## src/inc/swcrb_defs.svh

```systemverilog
// register offsets, field positions, reset values and timing counts of the switch control bank
`ifndef SWCRB_DEFS_SVH
`define SWCRB_DEFS_SVH

// ----------------------------------------------------------------------------
// register offsets
// ----------------------------------------------------------------------------
`define SWCRB_OFS_CHANNEL_SELECT_CTRL    8'h00
`define SWCRB_OFS_LINK_OUTPUT_CTRL       8'h01
`define SWCRB_OFS_LINK_INPUT_CTRL        8'h02
`define SWCRB_OFS_INPUT_TERMINATION_CTRL 8'h03
`define SWCRB_OFS_AUX_BUFFER_ENABLES     8'h04
`define SWCRB_OFS_HOTPLUG_PULSE_WIDTH    8'h05

// ----------------------------------------------------------------------------
// reset values
// ----------------------------------------------------------------------------
`define SWCRB_RST_CHANNEL_SELECT_CTRL    3'h0
`define SWCRB_RST_LINK_OUTPUT_CTRL       4'h7
`define SWCRB_RST_LINK_INPUT_CTRL        2'h2
`define SWCRB_RST_INPUT_TERMINATION_CTRL 8'h0f
`define SWCRB_RST_AUX_BUFFER_ENABLES     3'h7
`define SWCRB_RST_HOTPLUG_PULSE_WIDTH    8'h05

// ----------------------------------------------------------------------------
// field positions
// ----------------------------------------------------------------------------
`define SWCRB_BIT_CHANNEL_SOURCE_SEL     2
`define SWCRB_BIT_OUTPUT_GATE_SOURCE     3
`define SWCRB_BIT_OUTPUT_ENABLE          2
`define SWCRB_BIT_OUTPUT_CURRENT_LEVEL   1
`define SWCRB_BIT_OUTPUT_TERMINATION_ON  0
`define SWCRB_BIT_EQUALIZER_BOOST_SEL    1
`define SWCRB_BIT_INPUT_POLARITY_INVERT  0
`define SWCRB_BIT_DISPLAY_DATA_BUFFER_ON 1
`define SWCRB_BIT_CONSUMER_CTRL_BUFFER_ON 0
`define SWCRB_TERM_MODE_MANUAL           4'hf

// ----------------------------------------------------------------------------
// serial address and timing
// ----------------------------------------------------------------------------
`define SWCRB_I2C_ADDR_UPPER             5'h12
`define SWCRB_CLK_HZ                     25000000
`define SWCRB_HOTPLUG_STEP_MS            24
`define SWCRB_HOTPLUG_STEP_CYCLES        ((`SWCRB_HOTPLUG_STEP_MS * `SWCRB_CLK_HZ) / 1000)

`endif

```

## src/inc/swcrb_pkg.sv

```systemverilog
// types shared by the switch control register bank
package swcrb_pkg;

	typedef enum logic [2:0] {
		SWCRB_IDLE,
		SWCRB_RX,
		SWCRB_ACK,
		SWCRB_TX,
		SWCRB_TXACK
	} swcrb_i2c_e;

	// byte position inside a transfer
	typedef enum logic [1:0] {
		SWCRB_BYTE_ADDR,
		SWCRB_BYTE_PTR,
		SWCRB_BYTE_DATA
	} swcrb_byte_e;

	// controls handed to the analogue paths
	typedef struct packed {
		logic [1:0] active_input;
		logic       output_enable;
		logic       output_current_level;
		logic       output_termination_on;
		logic       equalizer_boost_sel;
		logic       input_polarity_invert;
		logic [3:0] input_termination_on;
		logic       display_data_buffer_on;
		logic       consumer_control_buffer_on;
	} swcrb_link_s;

	typedef struct packed {
		swcrb_i2c_e  st;
		swcrb_byte_e kind;
		logic [3:0]  cnt;
		logic        rw;
		logic [7:0]  shift;
		logic [7:0]  ptr;
		logic        scl_prev;
		logic        sda_prev;
		logic        drive_low;
		logic [2:0]  chan;
		logic [3:0]  outc;
		logic [1:0]  inc;
		logic [7:0]  term;
		logic [2:0]  aux;
		logic [7:0]  pw;
		logic [1:0]  prev_ch;
		logic        hp_start;
		swcrb_link_s link;
	} swcrb_state_s;

	typedef struct packed {
		logic        active;
		logic [7:0]  left;
		logic [23:0] cnt;
	} swcrb_timer_s;

endpackage

```

## src/rtl/swcrb_hotplug_timer.sv

```systemverilog
// hot-plug low pulse timer counting whole steps
`timescale 1ns/10ps
module swcrb_hotplug_timer #(
	parameter int STEP_CYCLES = 600000
) (
	input  wire logic       clock,   // system clock
	input  wire logic       reset_n, // asynchronous reset, active low
	input  wire logic       start,   // one-cycle pulse: effective input changed
	input  wire logic [7:0] steps,   // pulse length in steps
	output logic            low      // high while the hot-plug lines are pulled low
);
	swcrb_pkg::swcrb_timer_s s_q;
	swcrb_pkg::swcrb_timer_s s_d;

	always_comb begin
		s_d = s_q;
		if (start) begin
			// a new switch restarts the pulse from full length
			s_d.active = (steps != 8'h00);
			s_d.left   = steps;
			s_d.cnt    = '0;
		end else if (s_q.active) begin
			if (s_q.cnt == 24'(STEP_CYCLES - 1)) begin
				s_d.cnt  = '0;
				s_d.left = s_q.left - 8'h01;
				if (s_q.left == 8'h01) begin
					s_d.active = 1'b0;
				end
			end else begin
				s_d.cnt = s_q.cnt + 24'h000001;
			end
		end
	end

	always_ff @(posedge clock or negedge reset_n) begin
		if (!reset_n) begin
			s_q <= '0;
		end else begin
			s_q <= s_d;
		end
	end

	assign low = s_q.active;
endmodule

```

## src/rtl/swcrb_sync.sv

```systemverilog
// two-flop synchroniser for a group of pin inputs
`timescale 1ns/10ps
module swcrb_sync #(
	parameter int W = 1
) (
	input  wire logic         clock,   // system clock
	input  wire logic         reset_n, // asynchronous reset, active low
	input  wire logic [W-1:0] d,       // asynchronous pin levels
	output logic      [W-1:0] q        // synchronised levels
);
	logic [2*W-1:0] s_q;
	logic [2*W-1:0] s_d;

	always_comb begin
		s_d = {s_q[W-1:0], d};
	end

	always_ff @(posedge clock or negedge reset_n) begin
		if (!reset_n) begin
			s_q <= '0;
		end else begin
			s_q <= s_d;
		end
	end

	assign q = s_q[2*W-1:W];
endmodule

```

## src/rtl/swcrb_top.sv

```systemverilog
// switch control register bank with its serial slave and control decode
//
// Function
// channel source 0: select pins choose the active input, register field ignored.
// channel source 1: register field 00..11 chooses input A..D.
// output gate source picks pin (0) or register bit (1) for output enable.
// with register source, output-enable bit 0 disables, 1 enables the output.
// output current bit: 0 gives 10 mA, 1 gives 20 mA.
// output termination bit: 0 off, 1 on.
// equalizer bit: 0 gives 6 dB, 1 gives 18 dB boost.
// polarity bit: 0 standard, 1 inverted input polarity.
// termination mode field: 0000 automatic, 1111 manual.
// manual mode: mask bits 0..3 switch termination of inputs A..D.
// display-data buffer bit: 0 off, 1 on; reserved bit 2 written as 1.
// consumer-control buffer bit: 0 off, 1 on.
// hot-plug low pulse lasts pulse-width field times 24 ms.
// on a channel switch hot-plug lines pulled low, otherwise released.
// automatic termination: only the selected input is terminated.
// reset pin low restores every register default.
// answers seven-bit address 10010 followed by the two strap pins.
// unused bits ignore writes and read zero.
// pulse starts on every effective input change, counts whole 24 ms steps.
`timescale 1ns/10ps
`include "swcrb_defs.svh"
module swcrb_top #(
	parameter int STEP_CYCLES = `SWCRB_HOTPLUG_STEP_CYCLES
) (
	input  wire logic                  clock,        // system clock, 25 MHz
	input  wire logic                  reset_n,      // reset pin, active low
	input  wire logic                  scl_i,        // serial clock pin level
	input  wire logic                  sda_i,        // serial data pin level
	output logic                       sda_o,        // serial data drive value
	output logic                       sda_oe,       // serial data drive enable
	input  wire logic [1:0]            addr_strap,   // address strap pins
	input  wire logic [1:0]            sel_pins,     // parallel input select pins
	input  wire logic                  out_en_pin,   // parallel output enable pin
	output swcrb_pkg::swcrb_link_s     link,         // controls to the video paths
	output logic [3:0]                 hotplug_o,    // hot-plug drive values A..D
	output logic [3:0]                 hotplug_oe    // hot-plug drive enables A..D
);
	// ------------------------------------------------------------------------
	// pin synchronisers
	// ------------------------------------------------------------------------
	logic [6:0] pins_s;
	logic       scl_s;
	logic       sda_s;
	logic [1:0] strap_s;
	logic [1:0] sel_s;
	logic       oen_s;
	logic       hp_low;

	swcrb_sync #(
		.W (7)
	) u_sync (
		.clock   (clock),
		.reset_n (reset_n),
		.d       ({scl_i, sda_i, addr_strap, sel_pins, out_en_pin}),
		.q       (pins_s)
	);

	assign scl_s   = pins_s[6];
	assign sda_s   = pins_s[5];
	assign strap_s = pins_s[4:3];
	assign sel_s   = pins_s[2:1];
	assign oen_s   = pins_s[0];

	// ------------------------------------------------------------------------
	// state
	// ------------------------------------------------------------------------
	swcrb_pkg::swcrb_state_s s_q;
	swcrb_pkg::swcrb_state_s s_d;

	// read view: unused bits are not stored, so they read back zero
	function automatic logic [7:0] read_reg(input swcrb_pkg::swcrb_state_s s,
		input logic [7:0] a);
		logic [7:0] r;
		r = 8'h00;
		case (a)
			`SWCRB_OFS_CHANNEL_SELECT_CTRL:    r = {5'h00, s.chan};
			`SWCRB_OFS_LINK_OUTPUT_CTRL:       r = {4'h0, s.outc};
			`SWCRB_OFS_LINK_INPUT_CTRL:        r = {6'h00, s.inc};
			`SWCRB_OFS_INPUT_TERMINATION_CTRL: r = s.term;
			`SWCRB_OFS_AUX_BUFFER_ENABLES:     r = {5'h00, s.aux};
			`SWCRB_OFS_HOTPLUG_PULSE_WIDTH:    r = s.pw;
			default:                           r = 8'h00;
		endcase
		return r;
	endfunction

	logic       scl_rise;
	logic       scl_fall;
	logic       start_cond;
	logic       stop_cond;
	logic [1:0] eff_ch;
	logic       manual_term;
	logic [3:0] auto_term;
	logic [7:0] rd_byte;

	assign scl_rise   = scl_s && !s_q.scl_prev;
	assign scl_fall   = !scl_s && s_q.scl_prev;
	assign start_cond = scl_s && s_q.scl_prev && s_q.sda_prev && !sda_s;
	assign stop_cond  = scl_s && s_q.scl_prev && !s_q.sda_prev && sda_s;

	always_comb begin
		s_d          = s_q;
		s_d.scl_prev = scl_s;
		s_d.sda_prev = sda_s;
		s_d.hp_start = 1'b0;
		// read byte at the pointer; a select on a function result is not portable
		rd_byte      = read_reg(s_q, s_q.ptr);

		// --------------------------------------------------------------------
		// serial slave
		// --------------------------------------------------------------------
		if (start_cond) begin
			// a start or repeated start always begins a new address byte
			s_d.st        = swcrb_pkg::SWCRB_RX;
			s_d.kind      = swcrb_pkg::SWCRB_BYTE_ADDR;
			s_d.cnt       = 4'h0;
			s_d.drive_low = 1'b0;
		end else if (stop_cond) begin
			s_d.st        = swcrb_pkg::SWCRB_IDLE;
			s_d.drive_low = 1'b0;
		end else begin
			case (s_q.st)
				swcrb_pkg::SWCRB_IDLE: begin
					s_d.drive_low = 1'b0;
				end
				swcrb_pkg::SWCRB_RX: begin
					if (scl_rise) begin
						s_d.shift = {s_q.shift[6:0], sda_s};
						s_d.cnt   = s_q.cnt + 4'h1;
					end else if (scl_fall && s_q.cnt == 4'h8) begin
						s_d.st        = swcrb_pkg::SWCRB_ACK;
						s_d.drive_low = 1'b1;
						case (s_q.kind)
							swcrb_pkg::SWCRB_BYTE_ADDR: begin
								s_d.rw = s_q.shift[0];
								if (s_q.shift[7:1] != {`SWCRB_I2C_ADDR_UPPER, strap_s}) begin
									// not our address: stay off the bus until next start
									s_d.st        = swcrb_pkg::SWCRB_IDLE;
									s_d.drive_low = 1'b0;
								end
							end
							swcrb_pkg::SWCRB_BYTE_PTR: begin
								s_d.ptr = s_q.shift;
							end
							swcrb_pkg::SWCRB_BYTE_DATA: begin
								// writes to unmapped offsets are acknowledged and dropped
								case (s_q.ptr)
									`SWCRB_OFS_CHANNEL_SELECT_CTRL:
										s_d.chan = s_q.shift[2:0];
									`SWCRB_OFS_LINK_OUTPUT_CTRL:
										s_d.outc = s_q.shift[3:0];
									`SWCRB_OFS_LINK_INPUT_CTRL:
										s_d.inc = s_q.shift[1:0];
									`SWCRB_OFS_INPUT_TERMINATION_CTRL:
										s_d.term = s_q.shift;
									`SWCRB_OFS_AUX_BUFFER_ENABLES:
										s_d.aux = s_q.shift[2:0];
									`SWCRB_OFS_HOTPLUG_PULSE_WIDTH:
										s_d.pw = s_q.shift;
									default: begin
									end
								endcase
								s_d.ptr = s_q.ptr + 8'h01;
							end
							default: begin
								s_d.st        = swcrb_pkg::SWCRB_IDLE;
								s_d.drive_low = 1'b0;
							end
						endcase
					end
				end
				swcrb_pkg::SWCRB_ACK: begin
					if (scl_fall) begin
						s_d.cnt = 4'h0;
						if (s_q.kind == swcrb_pkg::SWCRB_BYTE_ADDR && s_q.rw) begin
							s_d.st        = swcrb_pkg::SWCRB_TX;
							s_d.shift     = rd_byte;
							s_d.ptr       = s_q.ptr + 8'h01;
							s_d.drive_low = !rd_byte[7];
						end else begin
							s_d.st        = swcrb_pkg::SWCRB_RX;
							s_d.drive_low = 1'b0;
							if (s_q.kind == swcrb_pkg::SWCRB_BYTE_ADDR) begin
								s_d.kind = swcrb_pkg::SWCRB_BYTE_PTR;
							end else begin
								s_d.kind = swcrb_pkg::SWCRB_BYTE_DATA;
							end
						end
					end
				end
				swcrb_pkg::SWCRB_TX: begin
					if (scl_rise) begin
						s_d.cnt = s_q.cnt + 4'h1;
					end else if (scl_fall) begin
						if (s_q.cnt == 4'h8) begin
							s_d.st        = swcrb_pkg::SWCRB_TXACK;
							s_d.drive_low = 1'b0;
						end else begin
							s_d.shift     = {s_q.shift[6:0], 1'b0};
							s_d.drive_low = !s_q.shift[6];
						end
					end
				end
				swcrb_pkg::SWCRB_TXACK: begin
					if (scl_rise) begin
						// a not-acknowledge ends the read; only start or stop follows
						if (sda_s) begin
							s_d.st = swcrb_pkg::SWCRB_IDLE;
						end
					end else if (scl_fall) begin
						s_d.st        = swcrb_pkg::SWCRB_TX;
						s_d.cnt       = 4'h0;
						s_d.shift     = rd_byte;
						s_d.ptr       = s_q.ptr + 8'h01;
						s_d.drive_low = !rd_byte[7];
					end
				end
				default: begin
					s_d.st        = swcrb_pkg::SWCRB_IDLE;
					s_d.drive_low = 1'b0;
				end
			endcase
		end

		// --------------------------------------------------------------------
		// control decode, registered towards the video paths
		// --------------------------------------------------------------------
		if (s_q.chan[`SWCRB_BIT_CHANNEL_SOURCE_SEL]) begin
			eff_ch = s_q.chan[1:0];
		end else begin
			eff_ch = sel_s;
		end
		manual_term = (s_q.term[7:4] == `SWCRB_TERM_MODE_MANUAL);
		auto_term   = 4'h1 << eff_ch;

		s_d.link.active_input = eff_ch;
		if (s_q.outc[`SWCRB_BIT_OUTPUT_GATE_SOURCE]) begin
			s_d.link.output_enable = s_q.outc[`SWCRB_BIT_OUTPUT_ENABLE];
		end else begin
			s_d.link.output_enable = oen_s;
		end
		s_d.link.output_current_level  = s_q.outc[`SWCRB_BIT_OUTPUT_CURRENT_LEVEL];
		s_d.link.output_termination_on = s_q.outc[`SWCRB_BIT_OUTPUT_TERMINATION_ON];
		s_d.link.equalizer_boost_sel   = s_q.inc[`SWCRB_BIT_EQUALIZER_BOOST_SEL];
		s_d.link.input_polarity_invert = s_q.inc[`SWCRB_BIT_INPUT_POLARITY_INVERT];
		if (manual_term) begin
			s_d.link.input_termination_on = s_q.term[3:0];
		end else begin
			s_d.link.input_termination_on = auto_term;
		end
		s_d.link.display_data_buffer_on =
			s_q.aux[`SWCRB_BIT_DISPLAY_DATA_BUFFER_ON];
		s_d.link.consumer_control_buffer_on =
			s_q.aux[`SWCRB_BIT_CONSUMER_CTRL_BUFFER_ON];

		// --------------------------------------------------------------------
		// channel change detect for the hot-plug pulse
		// --------------------------------------------------------------------
		s_d.prev_ch = eff_ch;
		if (eff_ch != s_q.prev_ch) begin
			s_d.hp_start = 1'b1;
		end
	end

	always_ff @(posedge clock or negedge reset_n) begin
		if (!reset_n) begin
			s_q      <= '0;
			s_q.st   <= swcrb_pkg::SWCRB_IDLE;
			s_q.kind <= swcrb_pkg::SWCRB_BYTE_ADDR;
			s_q.chan <= `SWCRB_RST_CHANNEL_SELECT_CTRL;
			s_q.outc <= `SWCRB_RST_LINK_OUTPUT_CTRL;
			s_q.inc  <= `SWCRB_RST_LINK_INPUT_CTRL;
			s_q.term <= `SWCRB_RST_INPUT_TERMINATION_CTRL;
			s_q.aux  <= `SWCRB_RST_AUX_BUFFER_ENABLES;
			s_q.pw   <= `SWCRB_RST_HOTPLUG_PULSE_WIDTH;
			// match the synchroniser's reset level so no false edge follows reset
			s_q.scl_prev <= 1'b0;
			s_q.sda_prev <= 1'b0;
		end else begin
			s_q <= s_d;
		end
	end

	// ------------------------------------------------------------------------
	// hot-plug pulse
	// ------------------------------------------------------------------------
	swcrb_hotplug_timer #(
		.STEP_CYCLES (STEP_CYCLES)
	) u_hp (
		.clock   (clock),
		.reset_n (reset_n),
		.start   (s_q.hp_start),
		.steps   (s_q.pw),
		.low     (hp_low)
	);

	// open-drain style: lines are released except during the pulse
	assign hotplug_o  = 4'h0;
	assign hotplug_oe = {4{hp_low}};
	assign sda_o      = 1'b0;
	assign sda_oe     = s_q.drive_low;
	assign link       = s_q.link;
endmodule

```

## config.mk

```make
export PLATFORM = sky130hd
export DESIGN_NAME = swcrb_top
export DESIGN_NICKNAME = d
export VERILOG_FILES = /design/src/inc/swcrb_pkg.sv /design/src/rtl/swcrb_hotplug_timer.sv /design/src/rtl/swcrb_sync.sv /design/src/rtl/swcrb_top.sv
export VERILOG_INCLUDE_DIRS = /design/src /design/src/inc
export SDC_FILE = /design/constraint.sdc
export NUM_CORES = 1
export LEC_CHECK = 0
export ABC_AREA = 0
export BUFFER_PORTS_ARGS = -buffer_cell sky130_fd_sc_hd__buf_2
export CORE_MARGIN = 2
export CORE_UTILIZATION = 30
export CTS_CLUSTER_SIZE = 14
export DETAILED_ROUTE_END_ITERATION = 12
export PLACE_DENSITY = 0.44
export SYNTH_ARGS = -nofsm -noshare
export SYNTH_HDL_FRONTEND = slang
export SYNTH_SLANG_ARGS = --single-unit
```

## constraint.sdc

```tcl
create_clock -name clock -period 2.85 [get_ports clock]
set_input_delay 0.285 -clock clock [delete_from_list [all_inputs] [get_ports clock]]
set_output_delay 0.285 -clock clock [all_outputs]
set_load 0.02 [all_outputs]
```

==> results.cfg <==
[run_status]
status = finished clean

[clocking]
insertion_delay_ns = 0.42
cts_tree = yes
clkSinkCount = 118
cts-root-buf = clkbuf_16
clk_path_buf_depth = 2
clkTransAtPathRegs_ns = 0.06
cts_resized = 0
numCtsBuffers = 17
htreeDepth = 4

[finish]
fillCellCount = 2133
final_cell_area_sq_um = 7427
drive_above_1_share_pct = 17.72
diodes = 0
multi_input_area_sq_um = 3042
area_delta_synth_final_pct = 16.12
nets = 678
seq_area_sq_um = 2969

[worst_setup_path]
crit_arrival_ns = 2.94
slowest_stage = dfrtp_1
cp.buffers_inverters = 0
cp_max_fo = 8
path_class = register to register
crit_family = simple AND/OR/NAND/NOR gates
crit_required_ns = 3.14
cp_cell_sequence = ha_1, or3b_1, a2111oi_4, and4_1, and2_1, mux2_1
critPathMaxStageDelay_ns = 0.41
worst_setup_path_end_kind = register
startpoint_type = register

[global_route]
grt_max_degree = 56
track_usage_pct = 14.78
grt_antenna_before_repair = 0
grt_pass1_vias = 4901
grt-ovfl-total = 0
grt_pass1_wl_um = 25980
grt_use_met3_pct = 3.537
met1_usage_pct = 19.74
busiest_layer = met2
grtUsageMet2_pct = 23.88

[power]
p_leak_nw = 3.243
irDropWorstVdd_mv = 0.3864
internal_power_mw = 3.619
p_seq_share_pct = 39.4
p_switching_mw = 1.758
finalPower_mw = 5.377
power_density_nw_per_um2 = 724.0
clockPowerShare_pct = 40.0
combPwrFrac_pct = 20.6
swShare_pct = 32.70

[placement]
gp_congestion = 0.8440
placed_cell_area_sq_um = 6755
portBuffers = 26
dpl.hpwl_um = 10740

[floorplan]
rows = 53
core-area_sq_um = 20960
die-area_sq_um = 22500
die_x_um = 150.0
die_h_um = 150.0
start_util_pct = 30.52
io_pins = 32

[sta]
tightest_slew_ns = 0.8966
clock.fmax_mhz = 377.8
rsz0062_at_grt = false
period_needed_ns = 2.647
slew_violations = 0
fin_tns_setup_ns = 0
hold_violations = 0
fin_crit_sh_pct = 92.88
setup_viol = 0
finClkSkew_ns = 0.01196
slew_headroom_pct = 39.96

[detailed_routing]
vias = 4779
viasPerCell = 5.079
drt_iter0_drc = 262
drcViolationCount = 0
avgRoutedWirePerCell_um = 16.24
firstDrtPassIters = 5
postRouteAntennaNets = 0
wl_um = 15280

[logic_synthesis]
synth_top_cell_by_area = dfrtp_1
ys.flop_type = dfrtp_1
ys_types = 75
synth_seq_cells = 118
async_flop_share_pct = 100.0
synthTopCellsByCount = 105 x dfrtp_1, 38 x nand2_1, 33 x nor2_1
seq_area_frac_synth_pct = 46.42
avgSynthCellArea_sq_um = 10.23
yosysMostFrequentCell = dfrtp_1
yosysTopAreaCellShare_pct = 41.08
synth_area_leaders = dfrtp_1 41%, dfstp_2 5.3%, mux2_1 4.2%
syn-instance-count = 625
syn_area_sq_um = 6396
synth_edf_count = 0
ys_warn_count = 0

[hold_path]
worstHoldPathType = register to register

[job]
maxCapViolCount = 0
## repair_timing
item | 4_1_cts | 5_1_grt
hold buffers | 8 | 0
setup buffers | 0 | 0
endpoints found under the hold margin | 36 | 0
## per-stage QoR
stage                     utilization [%]  hold WS (ns)  std cells  setup slack, ns
after floorplan                         -      -0.01059        629           0.5117
after global placement              32.24        0.2701        901           0.2938
after detailed placement            32.24        0.2749        901           0.2141
after CTS                           35.44        0.3483        941           0.1979
after global routing                35.44        0.3589        941          0.07453
final                               35.44        0.3459        941           0.2029
## cells by family (layout without fill, tap and decap cells)
| group | count (synthesis) | in the layout | share of synthesized area [%] |
|---|---|---|---|
| compound gates | 149 | 149 | 15.69 |
| xor+xnor | 17 | 17 | 2.328 |
| fa+ha+maj | 16 | 16 | 3.130 |
| buf+inv | 78 | 115 | 6.260 |
| flops | 118 | 118 | 46.42 |
| mux | 49 | 49 | 8.959 |
| other cells | 1 | 5 | 0.05863 |
| simple gates | 197 | 197 | 17.16 |
## flip-flops by register name, summed over array words and instances, names as in the netlist
signal	count
u_hp.s_q	32
u_hp.low	1
s_d	6
s_q	51
sda_oe	1
u_sync.s_q	14
link	13
## metal layers
layer	wire, um	part of all wire (%)
met2	7198	47
met3	498	3.3
met5	0	0
met4	166	1.1
met1	7416	49
## layout make-up
cell class              count  area share, %
clock buffers              20          6.014
clock inverters            12          1.954
inverters                  30          1.516
multi-input cells         433          40.95
flip-flops and latches    118          39.98
well taps                 275          4.633
repair buffers             53          4.953
## power groups by stage
stage,clock network [mW],registers [mW],logic (mW)
detailed placement,0,2.15,1.11
global placement,0,2.15,1.11
floorplan,0,2.00,0.838
CTS,2.21,2.12,1.12
global route,2.30,2.16,1.24
finish,2.15,2.12,1.11
## final timing paths
| kind | slack (ns) | cells past startpoint | from | endpoint |
|---|---|---|---|---|
| min | 0.35 | 0 | u_sync.s_q[1]$_DFF_PN0_ | u_sync.s_q[8]$_DFF_PN0_ |
| max | 0.20 | 6 | u_sync.s_q[13]$_DFF_PN0_ | s_q[33]$_DFFE_PN0P_ |
| max reg2reg | 0.20 | 6 | u_sync.s_q[13]$_DFF_PN0_ | s_q[33]$_DFFE_PN0P_ |
| max in group asynchronous | 1.69 | 3 | reset_n | u_hp.s_q[30]$_DFFE_PN0P_ |
| min reg2reg | 0.35 | 0 | u_sync.s_q[1]$_DFF_PN0_ | u_sync.s_q[8]$_DFF_PN0_ |
| min in group asynchronous | 0.36 | 2 | reset_n | u_hp.s_q[27]$_DFFE_PN0P_ |
## layout by cell type (no fill, tap or decap), drive strengths merged, types with 4 or more instances in the layout
cell type    netlist  layout
o21ai             40      40
a22o               8       8
o31a               4       4
mux2              42      42
xor2               7       7
nor3              12      12
dlygate4sd3        0       8
and4               7       7
nor2b              6       6
dfstp             13      13
or2                5       5
nand2b             8       8
buf               35      45
a2bb2oi            4       4
a31oi             13      13
or3                5       5
nand2             38      38
and3              10      10
a21oi             32      32
o31ai              4       4
xnor2             10      10
conb               1       5
ha                16      16
nand4             13      13
a22oi              4       4
nor4               8       8
clkinv             0       5
inv               30      33
nand3             24      24
clkbuf            13      20
and2              10      10
mux2i              7       7
nor2              33      33
dfrtp            105     105
a21o               7       7
Power figures use the tool's default switching activity.
